===== config.mk =====
export PLATFORM = sky130hd
export DESIGN_NAME = rs485_direction_control
export DESIGN_NICKNAME = d
export VERILOG_FILES = /design/src/rs485_dir_pkg.sv /design/src/pin_sync.sv /design/src/rs485_direction_control.sv
export VERILOG_INCLUDE_DIRS = /design/src /design/src/src
export SDC_FILE = /design/constraint.sdc
export NUM_CORES = 1
export LEC_CHECK = 0
export BUFFER_PORTS_ARGS = -buffer_cell sky130_fd_sc_hd__buf_2
export CAP_MARGIN = 20
export CORE_UTILIZATION = 25
export CTS_CLUSTER_SIZE = 12
export DETAILED_ROUTE_END_ITERATION = 8
export PLACE_DENSITY = 0.51
export RECOVER_POWER = 100
export SYNTH_ARGS = -nofsm -noshare
export SYNTH_HDL_FRONTEND = slang
export SYNTH_HIERARCHICAL = 1
export SYNTH_SLANG_ARGS = --single-unit

===== constraint.sdc =====
create_clock -name clk_i -period 2.7 [get_ports clk_i]
set_clock_uncertainty 0.1 [all_clocks]
set_input_delay 0.675 -clock clk_i [delete_from_list [all_inputs] [get_ports clk_i]]
set_output_delay 0.675 -clock clk_i [all_outputs]
set_load 0.01 [all_outputs]

===== src/rs485_dir_defs.svh =====
// constants for the rs485 direction control block
// Overview of operation
// - In the handshake modes the line driver is on while the rs232 handshake input is asserted.
// - In the handshake modes the line driver is off (high impedance) while the handshake input is negated.
// - In the echo modes the bus receive path stays enabled at all times.
// - In the no-echo modes the receive path is off while the driver is on, and on while the driver is off.
// - In the automatic modes transmit activity on the rs232 data input turns the driver on by itself.
// - In the automatic modes the driver returns to high impedance after each transmission ends.
// - The automatic release delay is about 10 us after the last activity and can be changed.
// - Switches a, b, c off with d on select the rs422 / 4-wire master mode; d on, e and h off in every mode.
// - In the rs485 modes switch a on selects no-echo and switch a off selects echo.
// - Switch c alone selects handshake keying and switch b alone selects automatic keying.
// - In master mode all drivers and receivers stay enabled, one data and one handshake channel each way.
// - The termination network is connected only when switches 6 and 7 are both closed.
`ifndef RS485_DIR_DEFS_SVH
`define RS485_DIR_DEFS_SVH

// timing
`define CLK_PERIOD_NS   50
`define RELEASE_TIME_NS 10000
`define RELEASE_CYCLES  (`RELEASE_TIME_NS / `CLK_PERIOD_NS)
`define DELAY_W         16
`define DELAY_RST       16'(`RELEASE_CYCLES)

// pin synchroniser layout and reset levels (data lines idle high)
`define SYNC_W          12
`define SYNC_RST        12'h500

// register port
`define ADDR_W          4
`define DATA_W          32
`define REG_DELAY       4'h0
`define REG_STATUS      4'h4
`define REG_KEYCNT      4'h8

// status register fields
`define ST_MODE_LSB     0
`define ST_DRV_BIT      3
`define ST_RX_BIT       4
`define ST_TERM_BIT     5
`define ST_ERR_BIT      6
`define ST_HS_BIT       7

`endif


===== src/rs485_dir_pkg.sv =====
// types for the rs485 direction control block
`default_nettype none
package rs485_dir_pkg;

  // operating mode from the switch bank
  typedef enum logic [2:0] {
    MODE_MASTER,
    MODE_HS_ECHO,
    MODE_HS_NOECHO,
    MODE_AUTO_ECHO,
    MODE_AUTO_NOECHO,
    MODE_BAD
  } mode_e;

  // line driver keying state
  typedef enum logic [1:0] {
    DRV_OFF,
    DRV_ON,
    DRV_HOLD
  } drv_state_e;

endpackage : rs485_dir_pkg
`default_nettype wire


===== src/pin_sync.sv =====
// two-flop synchroniser for asynchronous pins
`default_nettype none
module pin_sync #(
  parameter int          W   = 12,
  parameter logic [11:0] RST = 12'h000
) (
  // clock and reset
  input  wire logic         clk_i,
  input  wire logic         rst_n_i,
  // pins in, synchronised levels out
  input  wire logic [W-1:0] d_i,
  output logic      [W-1:0] q_o
);

  logic [W-1:0] meta;

  for (genvar i = 0; i < W; i++) begin : g_bit
    always_ff @(posedge clk_i) begin
      if (!rst_n_i) begin
        meta[i] <= RST[i];
        q_o[i]  <= RST[i];
      end else begin
        meta[i] <= d_i[i];
        q_o[i]  <= meta[i];
      end
    end
  end

endmodule : pin_sync
`default_nettype wire


===== src/rs485_direction_control.sv =====
// rs485 direction control: mode decode, driver keying, receive gating
//
// Strobed register access and the register offsets were chosen for this implementation.
`include "rs485_dir_defs.svh"
`default_nettype none
module rs485_direction_control (
  // clock and reset
  input  wire logic                clk_i,
  input  wire logic                rst_n_i,
  // configuration switches, high = on / closed
  input  wire logic                switch_mode_a_i,
  input  wire logic                switch_mode_b_i,
  input  wire logic                switch_mode_c_i,
  input  wire logic                switch_mode_d_i,
  input  wire logic                switch_mode_e_i,
  input  wire logic                switch_mode_h_i,
  input  wire logic                term_sw6_i,
  input  wire logic                term_sw7_i,
  // rs232 side
  input  wire logic                rs232_txd_i,
  input  wire logic                rs232_hs_i,
  output logic                     rs232_rxd_o,
  output logic                     rs232_hs_o,
  // rs485 / rs422 side
  output logic                     bus_data_o,
  output logic                     bus_drv_en_o,
  input  wire logic                bus_data_i,
  output logic                     bus_rx_en_o,
  output logic                     bus_hs_o,
  output logic                     bus_hs_en_o,
  input  wire logic                bus_hs_i,
  output logic                     term_en_o,
  // status
  output var rs485_dir_pkg::mode_e mode_o,
  output logic                     cfg_err_o,
  // register port
  input  wire logic [`ADDR_W-1:0]  addr_i,
  input  wire logic [`DATA_W-1:0]  wr_data_i,
  input  wire logic                wr_i,
  input  wire logic                rd_i,
  output logic      [`DATA_W-1:0]  rd_data_o
);
  import rs485_dir_pkg::*;

  // synchronised pins
  logic [`SYNC_W-1:0]  pins_raw;
  logic [`SYNC_W-1:0]  pins_s;
  logic                sw_a;
  logic                sw_b;
  logic                sw_c;
  logic                sw_d;
  logic                sw_e;
  logic                sw_h;
  logic                sw6_s;
  logic                sw7_s;
  logic                txd_s;
  logic                hs_s;
  logic                bus_rx_s;
  logic                bus_hs_s;

  // control state
  mode_e               next_mode;
  drv_state_e          drv_state;
  drv_state_e          next_state;
  logic [`DELAY_W-1:0] hold_cnt;
  logic [`DELAY_W-1:0] next_hold;
  logic [`DELAY_W-1:0] delay_q;
  logic [`DELAY_W-1:0] delay_eff;
  logic [`DELAY_W-1:0] hold_load;
  logic [`DELAY_W-1:0] keycnt;
  logic                tx_change;
  logic                next_drv;
  logic                next_rx_en;
  logic                key_event;
  logic [`DATA_W-1:0]  status_word;

  function automatic logic is_auto(mode_e m);
    return (m == MODE_AUTO_ECHO) || (m == MODE_AUTO_NOECHO);
  endfunction : is_auto

  function automatic logic is_hs(mode_e m);
    return (m == MODE_HS_ECHO) || (m == MODE_HS_NOECHO);
  endfunction : is_hs

  function automatic logic is_echo(mode_e m);
    return (m == MODE_HS_ECHO) || (m == MODE_AUTO_ECHO);
  endfunction : is_echo

  function automatic logic is_noecho(mode_e m);
    return (m == MODE_HS_NOECHO) || (m == MODE_AUTO_NOECHO);
  endfunction : is_noecho

  // every pin passes two flops before use
  assign pins_raw = {bus_hs_i, bus_data_i, rs232_hs_i, rs232_txd_i,
                     term_sw7_i, term_sw6_i, switch_mode_h_i, switch_mode_e_i,
                     switch_mode_d_i, switch_mode_c_i, switch_mode_b_i, switch_mode_a_i};

  pin_sync #(
    .W   (`SYNC_W),
    .RST (`SYNC_RST)
  ) u_pin_sync (
    .clk_i   (clk_i),
    .rst_n_i (rst_n_i),
    .d_i     (pins_raw),
    .q_o     (pins_s)
  );

  assign {bus_hs_s, bus_rx_s, hs_s, txd_s, sw7_s, sw6_s,
          sw_h, sw_e, sw_d, sw_c, sw_b, sw_a} = pins_s;

  // switch bank decode
  always_comb begin
    next_mode = MODE_BAD;
    if (sw_d && !sw_e && !sw_h) begin
      unique case ({sw_b, sw_c})
        2'b00: next_mode = sw_a ? MODE_BAD : MODE_MASTER;
        2'b01: next_mode = sw_a ? MODE_HS_NOECHO : MODE_HS_ECHO;
        2'b10: next_mode = sw_a ? MODE_AUTO_NOECHO : MODE_AUTO_ECHO;
        2'b11: next_mode = MODE_BAD;
      endcase
    end
  end

  always_ff @(posedge clk_i) begin
    if (!rst_n_i) begin
      mode_o    <= MODE_BAD;
      cfg_err_o <= 1'b1;
    end else begin
      mode_o    <= next_mode;
      cfg_err_o <= (next_mode == MODE_BAD);
    end
  end

  // activity: any level change on the transmit data line
  assign tx_change = (txd_s != bus_data_o);

  // a zero delay still holds the driver one cycle
  assign delay_eff = (delay_q == 16'h0000) ? 16'h0001 : delay_q;
  assign hold_load = delay_eff - 16'h0001;

  // driver keying
  always_comb begin
    next_state = DRV_OFF;
    next_hold  = 16'h0000;
    unique case (mode_o)
      MODE_MASTER: begin
        next_state = DRV_ON;
      end
      MODE_HS_ECHO, MODE_HS_NOECHO: begin
        next_state = hs_s ? DRV_ON : DRV_OFF;
      end
      MODE_AUTO_ECHO, MODE_AUTO_NOECHO: begin
        if (tx_change) begin
          next_state = DRV_HOLD;
          next_hold  = hold_load;
        end else if (drv_state == DRV_HOLD && hold_cnt != 16'h0000) begin
          next_state = DRV_HOLD;
          next_hold  = hold_cnt - 16'h0001;
        end else begin
          next_state = DRV_OFF;
        end
      end
      default: begin
        next_state = DRV_OFF;
      end
    endcase
  end

  assign next_drv = (next_state != DRV_OFF);

  // receive gating follows the next driver state
  always_comb begin
    if (is_noecho(mode_o)) begin
      next_rx_en = !next_drv;
    end else begin
      next_rx_en = 1'b1;
    end
  end

  always_ff @(posedge clk_i) begin
    if (!rst_n_i) begin
      drv_state <= DRV_OFF;
      hold_cnt  <= 16'h0000;
    end else begin
      drv_state <= next_state;
      hold_cnt  <= next_hold;
    end
  end

  // bus side data and enables
  always_ff @(posedge clk_i) begin
    if (!rst_n_i) begin
      bus_data_o   <= 1'b1;
      bus_drv_en_o <= 1'b0;
      bus_rx_en_o  <= 1'b1;
      rs232_rxd_o  <= 1'b1;
    end else begin
      bus_data_o   <= txd_s;
      bus_drv_en_o <= next_drv;
      bus_rx_en_o  <= next_rx_en;
      rs232_rxd_o  <= next_rx_en ? bus_rx_s : 1'b1;
    end
  end

  // handshake channel, master mode only
  always_ff @(posedge clk_i) begin
    if (!rst_n_i) begin
      bus_hs_o    <= 1'b0;
      bus_hs_en_o <= 1'b0;
      rs232_hs_o  <= 1'b0;
    end else begin
      bus_hs_o    <= hs_s;
      bus_hs_en_o <= (mode_o == MODE_MASTER);
      rs232_hs_o  <= (mode_o == MODE_MASTER) ? bus_hs_s : 1'b0;
    end
  end

  // termination network
  always_ff @(posedge clk_i) begin
    if (!rst_n_i) begin
      term_en_o <= 1'b0;
    end else begin
      term_en_o <= sw6_s && sw7_s;
    end
  end

  // release delay register
  always_ff @(posedge clk_i) begin
    if (!rst_n_i) begin
      delay_q <= `DELAY_RST;
    end else if (wr_i && addr_i == `REG_DELAY) begin
      delay_q <= wr_data_i[`DELAY_W-1:0];
    end
  end

  // keying counter, a count with a clearing write in the same cycle leaves 1
  assign key_event = next_drv && !bus_drv_en_o;

  always_ff @(posedge clk_i) begin
    if (!rst_n_i) begin
      keycnt <= 16'h0000;
    end else if (key_event) begin
      keycnt <= (wr_i && addr_i == `REG_KEYCNT) ? 16'h0001 : keycnt + 16'h0001;
    end else if (wr_i && addr_i == `REG_KEYCNT) begin
      keycnt <= 16'h0000;
    end
  end

  always_comb begin
    status_word                                = 32'h0000_0000;
    status_word[`ST_MODE_LSB+2:`ST_MODE_LSB]   = mode_o;
    status_word[`ST_DRV_BIT]                   = bus_drv_en_o;
    status_word[`ST_RX_BIT]                    = bus_rx_en_o;
    status_word[`ST_TERM_BIT]                  = term_en_o;
    status_word[`ST_ERR_BIT]                   = cfg_err_o;
    status_word[`ST_HS_BIT]                    = hs_s;
  end

  // read data stand for one cycle only
  always_ff @(posedge clk_i) begin
    if (!rst_n_i) begin
      rd_data_o <= 32'h0000_0000;
    end else if (rd_i) begin
      unique case (addr_i)
        `REG_DELAY:  rd_data_o <= {16'h0000, delay_q};
        `REG_STATUS: rd_data_o <= status_word;
        `REG_KEYCNT: rd_data_o <= {16'h0000, keycnt};
        default:     rd_data_o <= 32'h0000_0000;
      endcase
    end else begin
      rd_data_o <= 32'h0000_0000;
    end
  end

  // helpers for the checks below
  logic [`DELAY_W-1:0] quiet_run;
  logic                dly_touched;

  always_ff @(posedge clk_i) begin
    if (!rst_n_i) begin
      quiet_run <= 16'h0000;
    end else if (tx_change) begin
      quiet_run <= 16'h0000;
    end else if (quiet_run != 16'hffff) begin
      quiet_run <= quiet_run + 16'h0001;
    end
  end

  always_ff @(posedge clk_i) begin
    if (!rst_n_i) begin
      dly_touched <= 1'b0;
    end else if (wr_i && addr_i == `REG_DELAY) begin
      dly_touched <= 1'b1;
    end else if (tx_change) begin
      dly_touched <= 1'b0;
    end
  end

  hs_key_on_a: assert property (
    @(posedge clk_i) disable iff (!rst_n_i)
    (is_hs(mode_o) && hs_s) |=> bus_drv_en_o)
    else $error("driver not on with handshake asserted");

  hs_key_off_a: assert property (
    @(posedge clk_i) disable iff (!rst_n_i)
    (is_hs(mode_o) && !hs_s) |=> !bus_drv_en_o)
    else $error("driver not off with handshake negated");

  echo_rx_on_a: assert property (
    @(posedge clk_i) disable iff (!rst_n_i)
    (is_echo(mode_o) && $stable(mode_o)) |=> (bus_rx_en_o && rs232_rxd_o == $past(bus_rx_s)))
    else $error("echo mode receive path not open");

  noecho_gate_a: assert property (
    @(posedge clk_i) disable iff (!rst_n_i)
    is_noecho(mode_o) |=> (bus_rx_en_o != bus_drv_en_o))
    else $error("no-echo receive gate wrong");

  auto_key_a: assert property (
    @(posedge clk_i) disable iff (!rst_n_i)
    (is_auto(mode_o) && tx_change) |=> (bus_drv_en_o && bus_data_o == $past(txd_s)))
    else $error("driver not keyed by transmit activity");

  auto_drop_a: assert property (
    @(posedge clk_i) disable iff (!rst_n_i)
    (is_auto(mode_o) && drv_state == DRV_HOLD && hold_cnt == 16'h0000 && !tx_change)
      |=> (!bus_drv_en_o && bus_rx_en_o))
    else $error("driver not released after transmission");

  release_time_a: assert property (
    @(posedge clk_i) disable iff (!rst_n_i)
    (is_auto(mode_o) && $fell(bus_drv_en_o) && $past(drv_state) == DRV_HOLD && !dly_touched)
      |-> (quiet_run == delay_eff))
    else $error("release delay count wrong");

  master_decode_a: assert property (
    @(posedge clk_i) disable iff (!rst_n_i)
    (!sw_a && !sw_b && !sw_c && sw_d && !sw_e && !sw_h) |=> (mode_o == MODE_MASTER && !cfg_err_o))
    else $error("master mode not decoded");

  echo_select_a: assert property (
    @(posedge clk_i) disable iff (!rst_n_i)
    (sw_d && !sw_e && !sw_h && (sw_b != sw_c)) |=> (is_noecho(mode_o) == $past(sw_a)))
    else $error("echo option not decoded");

  method_select_a: assert property (
    @(posedge clk_i) disable iff (!rst_n_i)
    (sw_d && !sw_e && !sw_h && (sw_b != sw_c)) |=> (is_hs(mode_o) == $past(sw_c)))
    else $error("keying method not decoded");

  master_on_a: assert property (
    @(posedge clk_i) disable iff (!rst_n_i)
    (mode_o == MODE_MASTER) |=> (bus_drv_en_o && bus_rx_en_o && bus_hs_en_o))
    else $error("master mode channels not all on");

  term_pins_a: assert property (
    @(posedge clk_i) disable iff (!rst_n_i)
    ($past(rst_n_i, 3) && $past(rst_n_i, 2) && $past(rst_n_i))
      |-> (term_en_o == ($past(term_sw6_i, 3) && $past(term_sw7_i, 3))))
    else $error("termination does not follow switches");

  quiet_hold_a: assert property (
    @(posedge clk_i) disable iff (!rst_n_i)
    (is_auto(mode_o) && drv_state == DRV_HOLD && !dly_touched && (quiet_run + 16'h0001) < delay_eff)
      |=> bus_drv_en_o)
    else $error("driver dropped before quiet delay");

endmodule : rs485_direction_control
`default_nettype wire


# [Word level (Yosys, flattened, before mapping)]
# Cells that the tools add are included.
[classes] add_sub_neg=3 multipliers=0 div_mod_pow=0 magnitude_cmp=0 eq_ne=12 shifts=0 n_mux=17 bitwise_logic=0 reduce_logical=25
[ops] operator="$mux 16" n=6
[ops] operator="$pmux 16 s3" n=1
[ops] operator="$sub 16x1->16 const B" n=2
[ops] operator="$add 16x1->16 const B" n=1
[ops] operator="$logic_not 16->1" n=1
[ops] operator="$reduce_bool 16->1" n=1
[ops] operator="$pmux 3 s4" n=1
[ops] operator="$mux 3" n=3
[ops] operator="$reduce_and 2->1" n=4
[ops] operator="$logic_and 1x1->1" n=7
[ops] operator="$eq 2x2->1 const B" n=3
[ops] operator="$eq 3x2->1 const B" n=2
[ops] operator="$eq 3x3->1 const B" n=2
[ops] operator="$mux 2" n=3
[ops] operator="$pmux 2 s3" n=1
[ops] operator="$eq 4x3->1 const B" n=1
[ops] operator="$eq 4x4->1 const B" n=1
[ops] operator="$logic_not 1->1" n=4
[ops] operator="$logic_not 4->1" n=1
[ops] operator="$reduce_bool 2->1" n=2
[ops] operator="$reduce_or 2->1" n=2
[ops] operator="$eq 3x1->1 const B" n=1
[ops] operator="$logic_not 3->1" n=1
[ops] operator="$eq 2x1->1 const B" n=1
[ops] operator="4 further kinds" n=5
[word_totals] register_bits=118 latchBits=0 ramBits=0 romBits=0 elab_cells=96 memories=0

# [Longest topological paths before layout]
# Gate-level depths: netlist of the first run.
[depth] depth_word=9 depth_mapped=10 ltp_nobuf=9

# [Hierarchy]
# Netlist of the first run, hierarchy kept.
[modules_own_cells] mod="rs485_direction_control" instances=1 cells_per_inst=418 area_per_inst_um2=3643.5 seq_area_each_um2=1561.5
[modules_own_cells] mod="pin_sync" instances=1 cells_per_inst=50 area_per_inst_um2=653.1 seq_area_each_um2=480.5

# [Worst setup path before layout of the first run]
# No wires, ideal clock.
[synth_timing] path_kind="register to register" start="reg delay_q[10]" end="reg hold_cnt[12]" arrival_ps=2139 required_time_ps=2470 path_slack_ps=330 path_stages_with_launch=10 synth_period_minus_slack_ps=2370 cell_sequence="dfxtp_1 -> or4_1 -> nor3_1 -> a31oi_1 -> ha_1 -> nand3b_1 -> or3_1 -> nor3_1 -> xnor2_1 -> o22ai_1"
[synth_via] elab_chain_len=4
[synth_rtl] element="start, declared" line="rs485_direction_control.sv:67" source="logic [`DELAY_W-1:0] delay_q;"
[synth_rtl] element="start signal, assigned" line="rs485_direction_control.sv:230" source="delay_q <= `DELAY_RST;"
[synth_rtl] element="start signal, assigned" line="rs485_direction_control.sv:232" source="delay_q <= wr_data_i[`DELAY_W-1:0];"
[synth_rtl] element="$logic_not 16->1" line="rs485_direction_control.sv:138" source="assign delay_eff = (delay_q == 16'h0000) ? 16'h0001 : delay_q;"
[synth_rtl] element="$mux 16 (*)" line="rs485_direction_control.sv:138"
[synth_rtl] element="$sub 16x1->16 (*)" line="rs485_direction_control.sv:139" source="assign hold_load = delay_eff - 16'h0001;"
[synth_rtl] element="$mux 16 (*)" line="rs485_direction_control.sv:153" source="if (tx_change) begin"
[synth_rtl] element="end signal, assigned" line="rs485_direction_control.sv:186" source="hold_cnt <= next_hold;"
[synth_rtl] element="end, declared" line="rs485_direction_control.sv:65" source="logic [`DELAY_W-1:0] hold_cnt;"
# Mark *: on every way between the ends. The rest lies on a longest branch, timed or not.
# A chain may end at the register's enable or synchronous reset.

# [Worst setup path in the final report of the first run]
[layout_timing] start="reg delay_q[3]" end="reg hold_cnt[12]"
# Same word-level chain as after synthesis.

==> results of run 1 <==
layer usage:
layer / vias up / wire (um) / track usage [%]
met4: 0 / 67 / 2.84
met5: - / 0 / 0
met1: 1633 / 5070 / 16.9
met2: 115 / 4780 / 19.1
li1: 1751 / - / -
met3: 8 / 844 / 4.38
path summary, 6_finish.rpt:
kind / start / endpoint / slack (ns) / cells after the start
setup / recovery: delay_q[3]$_SDFFE_PN1P_ / hold_cnt[12]$_SDFF_PN0_ / 0.13 / 9
hold / removal: u_pin_sync/meta[10]$_SDFF_PN1_ / u_pin_sync/q_o[10]$_SDFF_PN1_ / 0.32 / 1
setup reg to reg: delay_q[3]$_SDFFE_PN1P_ / hold_cnt[12]$_SDFF_PN0_ / 0.13 / 9
hold reg to reg: u_pin_sync/meta[10]$_SDFF_PN1_ / u_pin_sync/q_o[10]$_SDFF_PN1_ / 0.32 / 1
cell type report:
| type | instances | area (um2) |
|---|---|---|
| multi-input combinational | 344 | 2110 |
| tap | 220 | 275 |
| sequential | 102 | 2040 |
| inverter | 3 | 11.3 |
| clock buffer | 9 | 225 |
| clock inverter | 7 | 87.6 |
| fill | 1825 | 11500 |
| timing repair buffer | 82 | 413 |
worst max-delay path: cells and delay by family (launching register included):
| kind | cells | cell delay (ns) |
|---|---|---|
| adders and majority gates | 1 | 0.26 |
| and+or+nand+nor | 5 | 1.11 |
| xor gates and xnor gates | 1 | 0.15 |
| DFF | 1 | 0.42 |
| AOI/OAI and AO/OA | 2 | 0.39 |
stage by stage:
| step | util (%) | cell area [um2] | instances |
|---|---|---|---|
| 4_1_cts | 31.2 | 5200 | 767 |
| 5_1_grt | 30.9 | 5160 | 767 |
| 3_5_place_dp | 29.3 | 4890 | 751 |
| 6_report | 30.9 | 5160 | 767 |
| 2_1_floorplan | - | 4350 | 483 |
| 3_3_place_gp | 29.3 | 4890 | 751 |
cell usage after synthesis (2+ instances only):
master and number:
xnor2_1 9, o22ai_1 8, o21ai_0 8, nand2b_1 6, or4_1 4, and4_1 2, a21oi_1 12, or2b_1 4
inv_1 3, nand3b_1 3, a31oi_1 2, nor4_1 2, a21boi_0 13, clkbuf_1 13, nor2b_1 2, and3_1 4
nand3_1 10, and2_1 19, buf_4 17, dfxtp_1 102, buf_2 2, nand2_1 54, nor2_1 55, or3_1 6
o211ai_1 3, and2_0 2, ha_1 4, nand4_1 2, and2_2 6, or3b_2 2, a222oi_1 8, nor3_1 12
o2bb2ai_1 2, a22oi_1 8, nor4b_1 2, xor2_1 30, clkbuf_2 2, o2111ai_1 5, o21ai_1 5, o311ai_0 2
logic make-up after synthesis:
logic type	synth area share [%]
compound gates	13.6
xor+xnor	7.95
fa+ha+maj	1.16
buf+inv	4.83
flops	47.5
mux	0.233
other cells	0.0873
simple gates	24.6
registers in the layout, summed over array words and instances (netlist names):
register / cells
bus_rx_en_o: 1
hold_cnt: 16
bus_hs_en_o: 1
bus_hs_o: 1
bus_data_o: 1
rd_data_o: 16
rs232_rxd_o: 1
mode_o: 3
u_pin_sync/q_o: 12
u_pin_sync/meta: 12
bus_drv_en_o: 1
drv_state: 2
term_en_o: 1
rs232_hs_o: 1
keycnt: 16
cfg_err_o: 1
delay_q: 16
power by group through the flow:
stage / clock network (uW) / logic (uW) / registers (uW)
CTS: 1400 / 142 / 1540
global placement: 0 / 139 / 1570
detailed placement: 0 / 142 / 1580
floorplan: 0 / 97.6 / 1570
finish: 1370 / 140 / 1540
global route: 1480 / 156 / 1540
what timing repair did:
action,4_1_cts,5_1_grt
endpoints found under the setup margin,0,2
setup buffers,0,0
hold buffers,0,0
resized for setup,0,4
==> results_dict.tcl, run 1 <==
set metrics [dict create \
    power.total_uw 3050 \
    yosysTopAreaCell "dfxtp_1" \
    crit_type "flip-flop to flip-flop" \
    cp.required_ns 2.83 \
    drc 0 \
    switching_share_pct 23.6 \
    ys_ff_latch 102 \
    start_kind "flip-flop" \
    synthTopCellsByArea "dfxtp_1, xor2_1, nor2_1, nand2_1, buf_4" \
    synth.avg_cell_area_um2 9.18 \
    seq_power_share_pct 50.5 \
    grt_pass1_vias 3276 \
    start_util_pct 25.7 \
    worstPathArrival_ns 2.70 \
    final_cell_mix "dfxtp_1, nor2_1, nand2_1, buf_2, clkbuf_1" \
    final_common_cell "dfxtp_1" \
    wire_per_inst_um 14.0 \
    vias_per_cell 4.57 \
    crit_fanout 5 \
    end_kind "flip-flop" \
    holdWs_ns 0.316 \
    synth.cell_area_um2 4300 \
    core_region_area_um2 16700 \
    max_stage_delay_ns 0.42 \
    tritoncts "built" \
    seq_area_frac_synth_pct 47.5 \
    portBuffers 63 \
    finalSetupViolCount 0 \
    ios 96 \
    syn_to_final_growth_pct 20.2 \
    worst_slew_pin_slew_ns 0.754 \
    fin_crit_sh_pct 95.1 \
    drv_slew 0 \
    dominantRegCellSynth "dfxtp_1" \
    outcome "finished clean" \
    yosys_warnings 6 \
    num_vias 3507 \
    clkPwrFrac_pct 44.9 \
    place_hpwl_mm 8.04 \
    grt_pass1_wl_mm 17.3 \
    power.density_nw_per_um2 590 \
    nNetsFinal 598 \
    clk_path_buf_depth 2 \
    dr.pass1.iters 5 \
    cts.sinks 102 \
    ys_types 53 \
    cap_viol_max_count 0 \
    async_reset_ff_share_pct 0 \
    hold_path_class "flip-flop to flip-flop" \
    grt_max_degree 52 \
    core.rowCount 47 \
    grt_antenna_before_repair 0 \
    relSlewSlack_pct 49.7 \
    antenna_cells 0 \
    path_cells "or4_1 -> nor2_4 -> a31oi_1 -> ha_1 -> nand3b_1 -> or3_1 -> nor3_1 -> xnor2_1 -> o22ai_1" \
    p_int_uw 2330 \
    pre_cts_ws_ns 0.0964 \
    cts_buffers 9 \
    gr-usage-all-layers_pct 12.5 \
    final-hold-violation-count 0 \
    comb_power_share_pct 4.6 \
    min_period_ns 2.57 \
    root_buffer "clkbuf_16" \
    netlist.area_leader.share_pct 47.5 \
    dieHeight_um 133 \
    leakagePower_uw 0.00198 \
    drtAntennaViolNets 0 \
    synth_edf_count 0 \
    setup_ws_ns 0.133 \
    p_switching_uw 718 \
    die-area_um2 17700 \
    overflow 0 \
    fmax_mhz 389 \
    tns_ns 0 \
    final_layout_size_suffix_gt1_share_pct 14.8 \
    drt_wl_total_mm 10.8 \
    crit_path_top_delay_cell "dfxtp_1" \
    dr.first_iter.drc_count 286 \
    die_w_um 133 \
    worstSkewPairLatency_ns 0.35 \
    htreeDepth 3 \
    gp_routability_congestion 0.798 \
    syn-instance-count 468 \
    rsz0062_at_grt "yes" \
    cts.reportedPaths.clkPinSlew_ns 0.07 \
    vdd_drop_max_v 0.000305 \
]
(Power assumes the default switching activity.)
==> inputs of run 2 (changes only) <==
--- a/config.mk
+++ b/config.mk
@@ -6,6 +6,7 @@
 export SDC_FILE = /design/constraint.sdc
 export NUM_CORES = 1
 export LEC_CHECK = 0
+export ABC_AREA = 1
 export BUFFER_PORTS_ARGS = -buffer_cell sky130_fd_sc_hd__buf_2
 export CAP_MARGIN = 20
 export CORE_UTILIZATION = 25
==> run 2 against run 1 <==
Effect of this change:
- die area rose by 9.8%
- count of clock-buffer cells in the layout rose by 1
- via count rose by 19%
- hold slack got worse by 0.013 ns
- total power barely moved
- sequential cell count did not move
- fmax rose by 5.0%
- combinational power rose by 26%
- critical path depth did not move
- worst setup slack improved by 0.12 ns
- register-to-register slack improved by 0.29 ns
- global-route usage rose by 0.39 points
- critical path type is now input port to flip-flop
- critical endpoint is now delay_q[4]$_SDFFE_PN0P_
- largest power group unchanged
==> results_dict.tcl, run 2 <==
set metrics [dict create \
    outcome "finished clean" \
    crit_fanout 25 \
    ys_ff_latch 102 \
    comb_power_share_pct 5.8 \
    setup_ws_ns 0.256 \
    grt_pass1_wl_mm 19.3 \
    core_region_area_um2 18300 \
    cts_setup_buffers 0 \
    antenna_cells 0 \
    max_stage_delay_ns 0.36 \
    synth.avg_cell_area_um2 7.16 \
    yosys-top-cells-count "nand2_1, dfxtp_1, inv_1, nor2_1, a21oi_1" \
    worstPathArrival_ns 2.56 \
    crit_type "input port to flip-flop" \
    dieHeight_um 139 \
    end_kind "flip-flop" \
    final_cell_mix "nand2_1, dfxtp_1, inv_1, nor2_1, a21oi_1" \
    syn-instance-count 660 \
    portBuffers 63 \
    postPlaceCellArea_um2 5230 \
    relSlewSlack_pct 26.8 \
    p_int_uw 2270 \
    place_hpwl_mm 8.99 \
    crit_path_top_delay_cell "nor3_1" \
    drtAntennaViolNets 0 \
    cts_resized 0 \
    ios 96 \
    syn_to_final_growth_pct 15.5 \
    tritoncts "built" \
    path_cells "buf_2 -> nor2_1 -> inv_2 -> nor3_1 -> inv_4 -> nor2_8 -> inv_1 -> o21ai_0 -> a21oi_1" \
    fmax_mhz 409 \
    cts_buffers 9 \
    yosysTopAreaCell "dfxtp_1" \
    seq_area_frac_synth_pct 43.2 \
    final-hold-violation-count 0 \
    switching_share_pct 25.6 \
    cp.required_ns 2.82 \
    cts.reportedPaths.clkPinSlew_ns 0.08 \
    start_util_pct 25.9 \
    seq_power_share_pct 50.8 \
    vdd_drop_max_v 0.000323 \
    grt_pass1_vias 3767 \
    synth_edf_count 0 \
    fin_crit_sh_pct 90.5 \
    final_layout_size_suffix_gt1_share_pct 9.81 \
    overflow 0 \
    drt_wl_total_mm 11.9 \
    start_kind "input port" \
    gp_routability_congestion 0.815 \
    synth.most_common_cell "nand2_1" \
    dominantRegCellSynth "dfxtp_1" \
    cts.sinks 102 \
    nNetsFinal 785 \
    worst_slew_pin_slew_ns 1.10 \
    holdWs_ns 0.303 \
    die-area_um2 19500 \
    pre_cts_ws_ns 0.389 \
    vias_per_cell 4.33 \
    dr.first_iter.drc_count 234 \
    p_switching_uw 778 \
    wire_per_inst_um 12.3 \
    ys_types 40 \
    synth.cell_area_um2 4730 \
    drv_slew 0 \
    grt_max_degree 27 \
    power.density_nw_per_um2 558 \
    finalSetupViolCount 0 \
    netlist.area_leader.share_pct 43.2 \
    leakagePower_uw 0.00245 \
    num_vias 4167 \
    dr.pass1.iters 4 \
    die_w_um 139 \
    root_buffer "clkbuf_16" \
    synthTopCellsByArea "dfxtp_1, nand2_1, inv_1, nor2_1, a21oi_1" \
    min_period_ns 2.44 \
    rsz0062_at_grt "no" \
    postLayoutCellArea_um2 5460 \
    final_common_cell "nand2_1" \
    tns_ns 0 \
    yosys_warnings 6 \
    clkPwrFrac_pct 43.4 \
    drc 0 \
    worstSkewPairLatency_ns 0.36 \
    htreeDepth 3 \
    hold_path_class "flip-flop to flip-flop" \
    gr-usage-all-layers_pct 12.9 \
    ctsHoldBuffers 0 \
    grt_antenna_before_repair 0 \
    cap_viol_max_count 0 \
    clk_path_buf_depth 2 \
    fillers 2073 \
    async_reset_ff_share_pct 0 \
    core.rowCount 49 \
]
==> run 2: cell type report <==
class	instances	area (um2)	area share [%]
clock inverter	6	57.6	1.05
multi-input combinational	446	2130	39.0
inverter	99	374	6.86
clock buffer	10	239	4.38
tap	229	287	5.25
timing repair buffer	71	332	6.08
sequential	102	2040	37.4
==> run 2: power groups by stage <==
stage,Clock (uW),Sequential [uW],Combinational [uW]
after global routing,1420,1550,200
after global placement,0,1580,183
final,1320,1550,177
after detailed placement,0,1580,183
after floorplan,0,1580,130
after CTS,1360,1550,184
==> run 2: path summary, 6_finish.rpt <==
kind	startpoint	to	slack [ns]	cells after the start
worst min register to register	u_pin_sync/meta[6]$_SDFF_PN0_	u_pin_sync/q_o[6]$_SDFF_PN0_	0.30	2
worst max-delay path	addr_i[1]	delay_q[4]$_SDFFE_PN0P_	0.26	9
worst min-delay path	u_pin_sync/meta[6]$_SDFF_PN0_	u_pin_sync/q_o[6]$_SDFF_PN0_	0.30	2
worst max register to register	delay_q[5]$_SDFFE_PN0P_	hold_cnt[14]$_SDFF_PN0_	0.42	14
==> run 2: logic make-up after synthesis <==
family          share of synthesized area (%)
other cells                            0.0794
flops                                    43.2
xor+xnor                                 2.78
simple gates                             29.2
buf+inv                                  12.4
fa+ha+maj                                1.06
compound gates                           11.3
==> run 2: metal layers <==
| metal | GRT usage, % | vias up | part of all wire (%) |
|---|---|---|---|
| li1 | - | 2203 | - |
| met1 | 17.7 | 1850 | 51 |
| met4 | 4.39 | 0 | 1.4 |
| met5 | 0 | - | 0 |
| met2 | 19.1 | 104 | 42 |
| met3 | 3.96 | 10 | 6.0 |
==> run 2: through the flow <==
stage | cells | power, uW | util, %
final | 963 | 3050 | 29.9
after global routing | 963 | 3170 | 29.9
after CTS | 963 | 3090 | 30.3
after detailed placement | 947 | 1760 | 28.6
after global placement | 947 | 1760 | 28.6
after floorplan | 675 | 1710 | -
==> run 2: critical path: cells and delay by family <==
| kind | cells | cell delay (ns) |
|---|---|---|
| and+or+nand+nor | 3 | 0.83 |
| buffers and inverters | 4 | 0.65 |
| AOI/OAI and AO/OA | 2 | 0.39 |
==> inputs of run 3 (changes only) <==
--- a/config.mk
+++ b/config.mk
@@ -9,11 +9,10 @@
 export ABC_AREA = 1
 export BUFFER_PORTS_ARGS = -buffer_cell sky130_fd_sc_hd__buf_2
 export CAP_MARGIN = 20
-export CORE_UTILIZATION = 25
+export CORE_UTILIZATION = 55
 export CTS_CLUSTER_SIZE = 12
 export DETAILED_ROUTE_END_ITERATION = 8
-export PLACE_DENSITY = 0.51
-export RECOVER_POWER = 100
+export PLACE_DENSITY = 0.88
 export SYNTH_ARGS = -nofsm -noshare
 export SYNTH_HDL_FRONTEND = slang
 export SYNTH_HIERARCHICAL = 1
==> run 3 against run 2 <==
Effect of this change:
- cell count shrank 13%
- fmax grew 5.0%
- critical endpoint is now hold_cnt[14]$_SDFF_PN0_
- register-to-register slack lost 0.05 ns
- non-clock buffer count shrank 2
- die area shrank 54%
- wire length shrank 8.9%
- clock power shrank 26%
==> results_dict.tcl, run 3 (synthesis results as in run 2) <==
set metrics [dict create \
    overflow 0 \
    comb_power_share_pct 6.6 \
    dieHeight_um 94.7 \
    place_hpwl_mm 8.19 \
    die_w_um 94.7 \
    ios 96 \
    grt_pass1_wl_mm 17.5 \
    grt_antenna_before_repair 0 \
    cap_viol_max_count 0 \
    crit_fanout 5 \
    min_to "u_pin_sync/q_o[8]$_SDFF_PN1_" \
    fin_crit_sh_pct 86.2 \
    vdd_drop_max_v 0.000442 \
    syn_to_final_growth_pct 11.5 \
    start_kind "flip-flop" \
    power.total_uw 2710 \
    multiInputGateArea_um2 2150 \
    relSlewSlack_pct 64.6 \
    cts.sinks 102 \
    tns_ns 0 \
    cts.reportedPaths.clkPinSlew_ns 0.11 \
    hp-start "u_pin_sync/meta[8]$_SDFF_PN1_" \
    core_region_area_um2 8260 \
    setup_ws_ns 0.373 \
    final_cell_mix "nand2_1, dfxtp_1, inv_1, nor2_1, buf_2" \
    rsz0062_at_grt "no" \
    nNetsFinal 783 \
    ctsHoldBuffers 0 \
    fillers 721 \
    hold_path_class "flip-flop to flip-flop" \
    dr.first_iter.drc_count 248 \
    crit_type "flip-flop to flip-flop" \
    num_vias 4420 \
    cts_setup_buffers 0 \
    core.rowCount 33 \
    clk_path_buf_depth 2 \
    r2r_slack_ns 0.37 \
    drv_slew 0 \
    ff2ff_path_depth 14 \
    cp.required_ns 2.86 \
    drc 0 \
    die-area_um2 8970 \
    gp_routability_congestion 0.914 \
    clkPwrFrac_pct 36.3 \
    vias_per_cell 5.28 \
    cts_resized 0 \
    htreeDepth 3 \
    fmax_mhz 430 \
    end_kind "flip-flop" \
    holdWs_ns 0.317 \
    start_util_pct 57.2 \
    grt_max_degree 26 \
    grt_pass1_vias 4008 \
    final_layout_size_suffix_gt1_share_pct 14.6 \
    final-hold-violation-count 0 \
    leakagePower_uw 0.00251 \
    gr-usage-all-layers_pct 25.3 \
    seq_power_share_pct 57.2 \
    seq_area_um2 2040 \
    r2r-start "delay_q[5]$_SDFFE_PN0P_" \
    root_buffer "clkbuf_8" \
    worst_slew_pin_slew_ns 0.527 \
    drt_wl_total_mm 10.8 \
    switching_share_pct 27.3 \
    p_int_uw 1970 \
    cts_buffers 9 \
    wire_per_inst_um 12.9 \
    finalSetupViolCount 0 \
    p_switching_uw 739 \
    antenna_cells 0 \
    worstPathArrival_ns 2.49 \
    dr.pass1.iters 6 \
    min_period_ns 2.33 \
    power.density_nw_per_um2 513 \
    final_common_cell "nand2_1" \
    reg2reg_to "hold_cnt[14]$_SDFF_PN0_" \
    pre_cts_ws_ns 0.382 \
    outcome "finished clean" \
    tritoncts "built" \
    worstSkewPairLatency_ns 0.39 \
    hold-path-cell-count 2 \
    portBuffers 63 \
    drtAntennaViolNets 0 \
]
[run 3: changes by cell type in the layout (fill, tap and decap cells not counted), sizes merged]
cell | before | now
clkbuf | 41 | 9
buf | 40 | 69
clkinv | 5 | 8
inv | 100 | 98
[run 3: power groups by stage]
stage               combinational (uW)  clock, uW  sequential [uW]
finish                             177        982             1550
global route                       197       1060             1550
CTS                                176       1000             1550
detailed placement                 175          0             1580
global placement                   168          0             1580
floorplan                          130          0             1580
[run 3: stage by stage]
step                instance area, um2  utilization, %  cells
finish                            5270            63.8    837
global route                      5270            63.8    837
CTS                               5270            63.8    837
detailed placement                5060            61.3    821
global placement                  5060            61.3    821
floorplan                         4780               -    675
[run 3: how the worst max path moves through the flow]
stage | startpoint | endpoint | slack [ns]
2_1_floorplan | delay_q[4]$_SDFFE_PN0P_ | hold_cnt[14]$_SDFF_PN0_ | 0.76
3_3_place_gp | addr_i[1] | keycnt[1]$_SDFFE_PN0P_ | 0.49
3_5_place_dp | addr_i[1] | keycnt[1]$_SDFFE_PN0P_ | 0.38
4_1_cts | delay_q[4]$_SDFFE_PN0P_ | hold_cnt[14]$_SDFF_PN0_ | 0.43
5_1_grt | delay_q[4]$_SDFFE_PN0P_ | hold_cnt[14]$_SDFF_PN0_ | 0.19
6_report | delay_q[5]$_SDFFE_PN0P_ | hold_cnt[14]$_SDFF_PN0_ | 0.37
[run 3: final cells by class]
class	instances	share of cell area, %
Tap cell	105	2.49
Timing Repair Buffer	69	6.84
Clock inverter	7	1.59
Clock buffer	9	2.35
Multi-Input combinational cell	446	40.8
Sequential cell	102	38.7
Inverter	99	7.15
[run 3: routing by layer]
metal  GRT usage, %  up-vias  share of wire (%)
li1               -     2189                  -
met1           29.3     2003                 41
met2           42.0      184                 47
met3           6.92       44                7.4
met4           13.9        0                4.1
met5              0        -                  0
[run 3: worst max-delay path, cell delays in order, from the launching register on]
cell and delay [ns]:
dfxtp_1 0.37, inv_1 0.12, nand3_1 0.16, nor2_1 0.06, nand2_1 0.12, nand2_1 0.07
clkinv_1 0.07, ha_1 0.18, nand2_1 0.14, nor3_1 0.36, nand3_1 0.17, nor2_1 0.12
nor2_1 0.04, nand2_1 0.07, a21oi_1 0.06
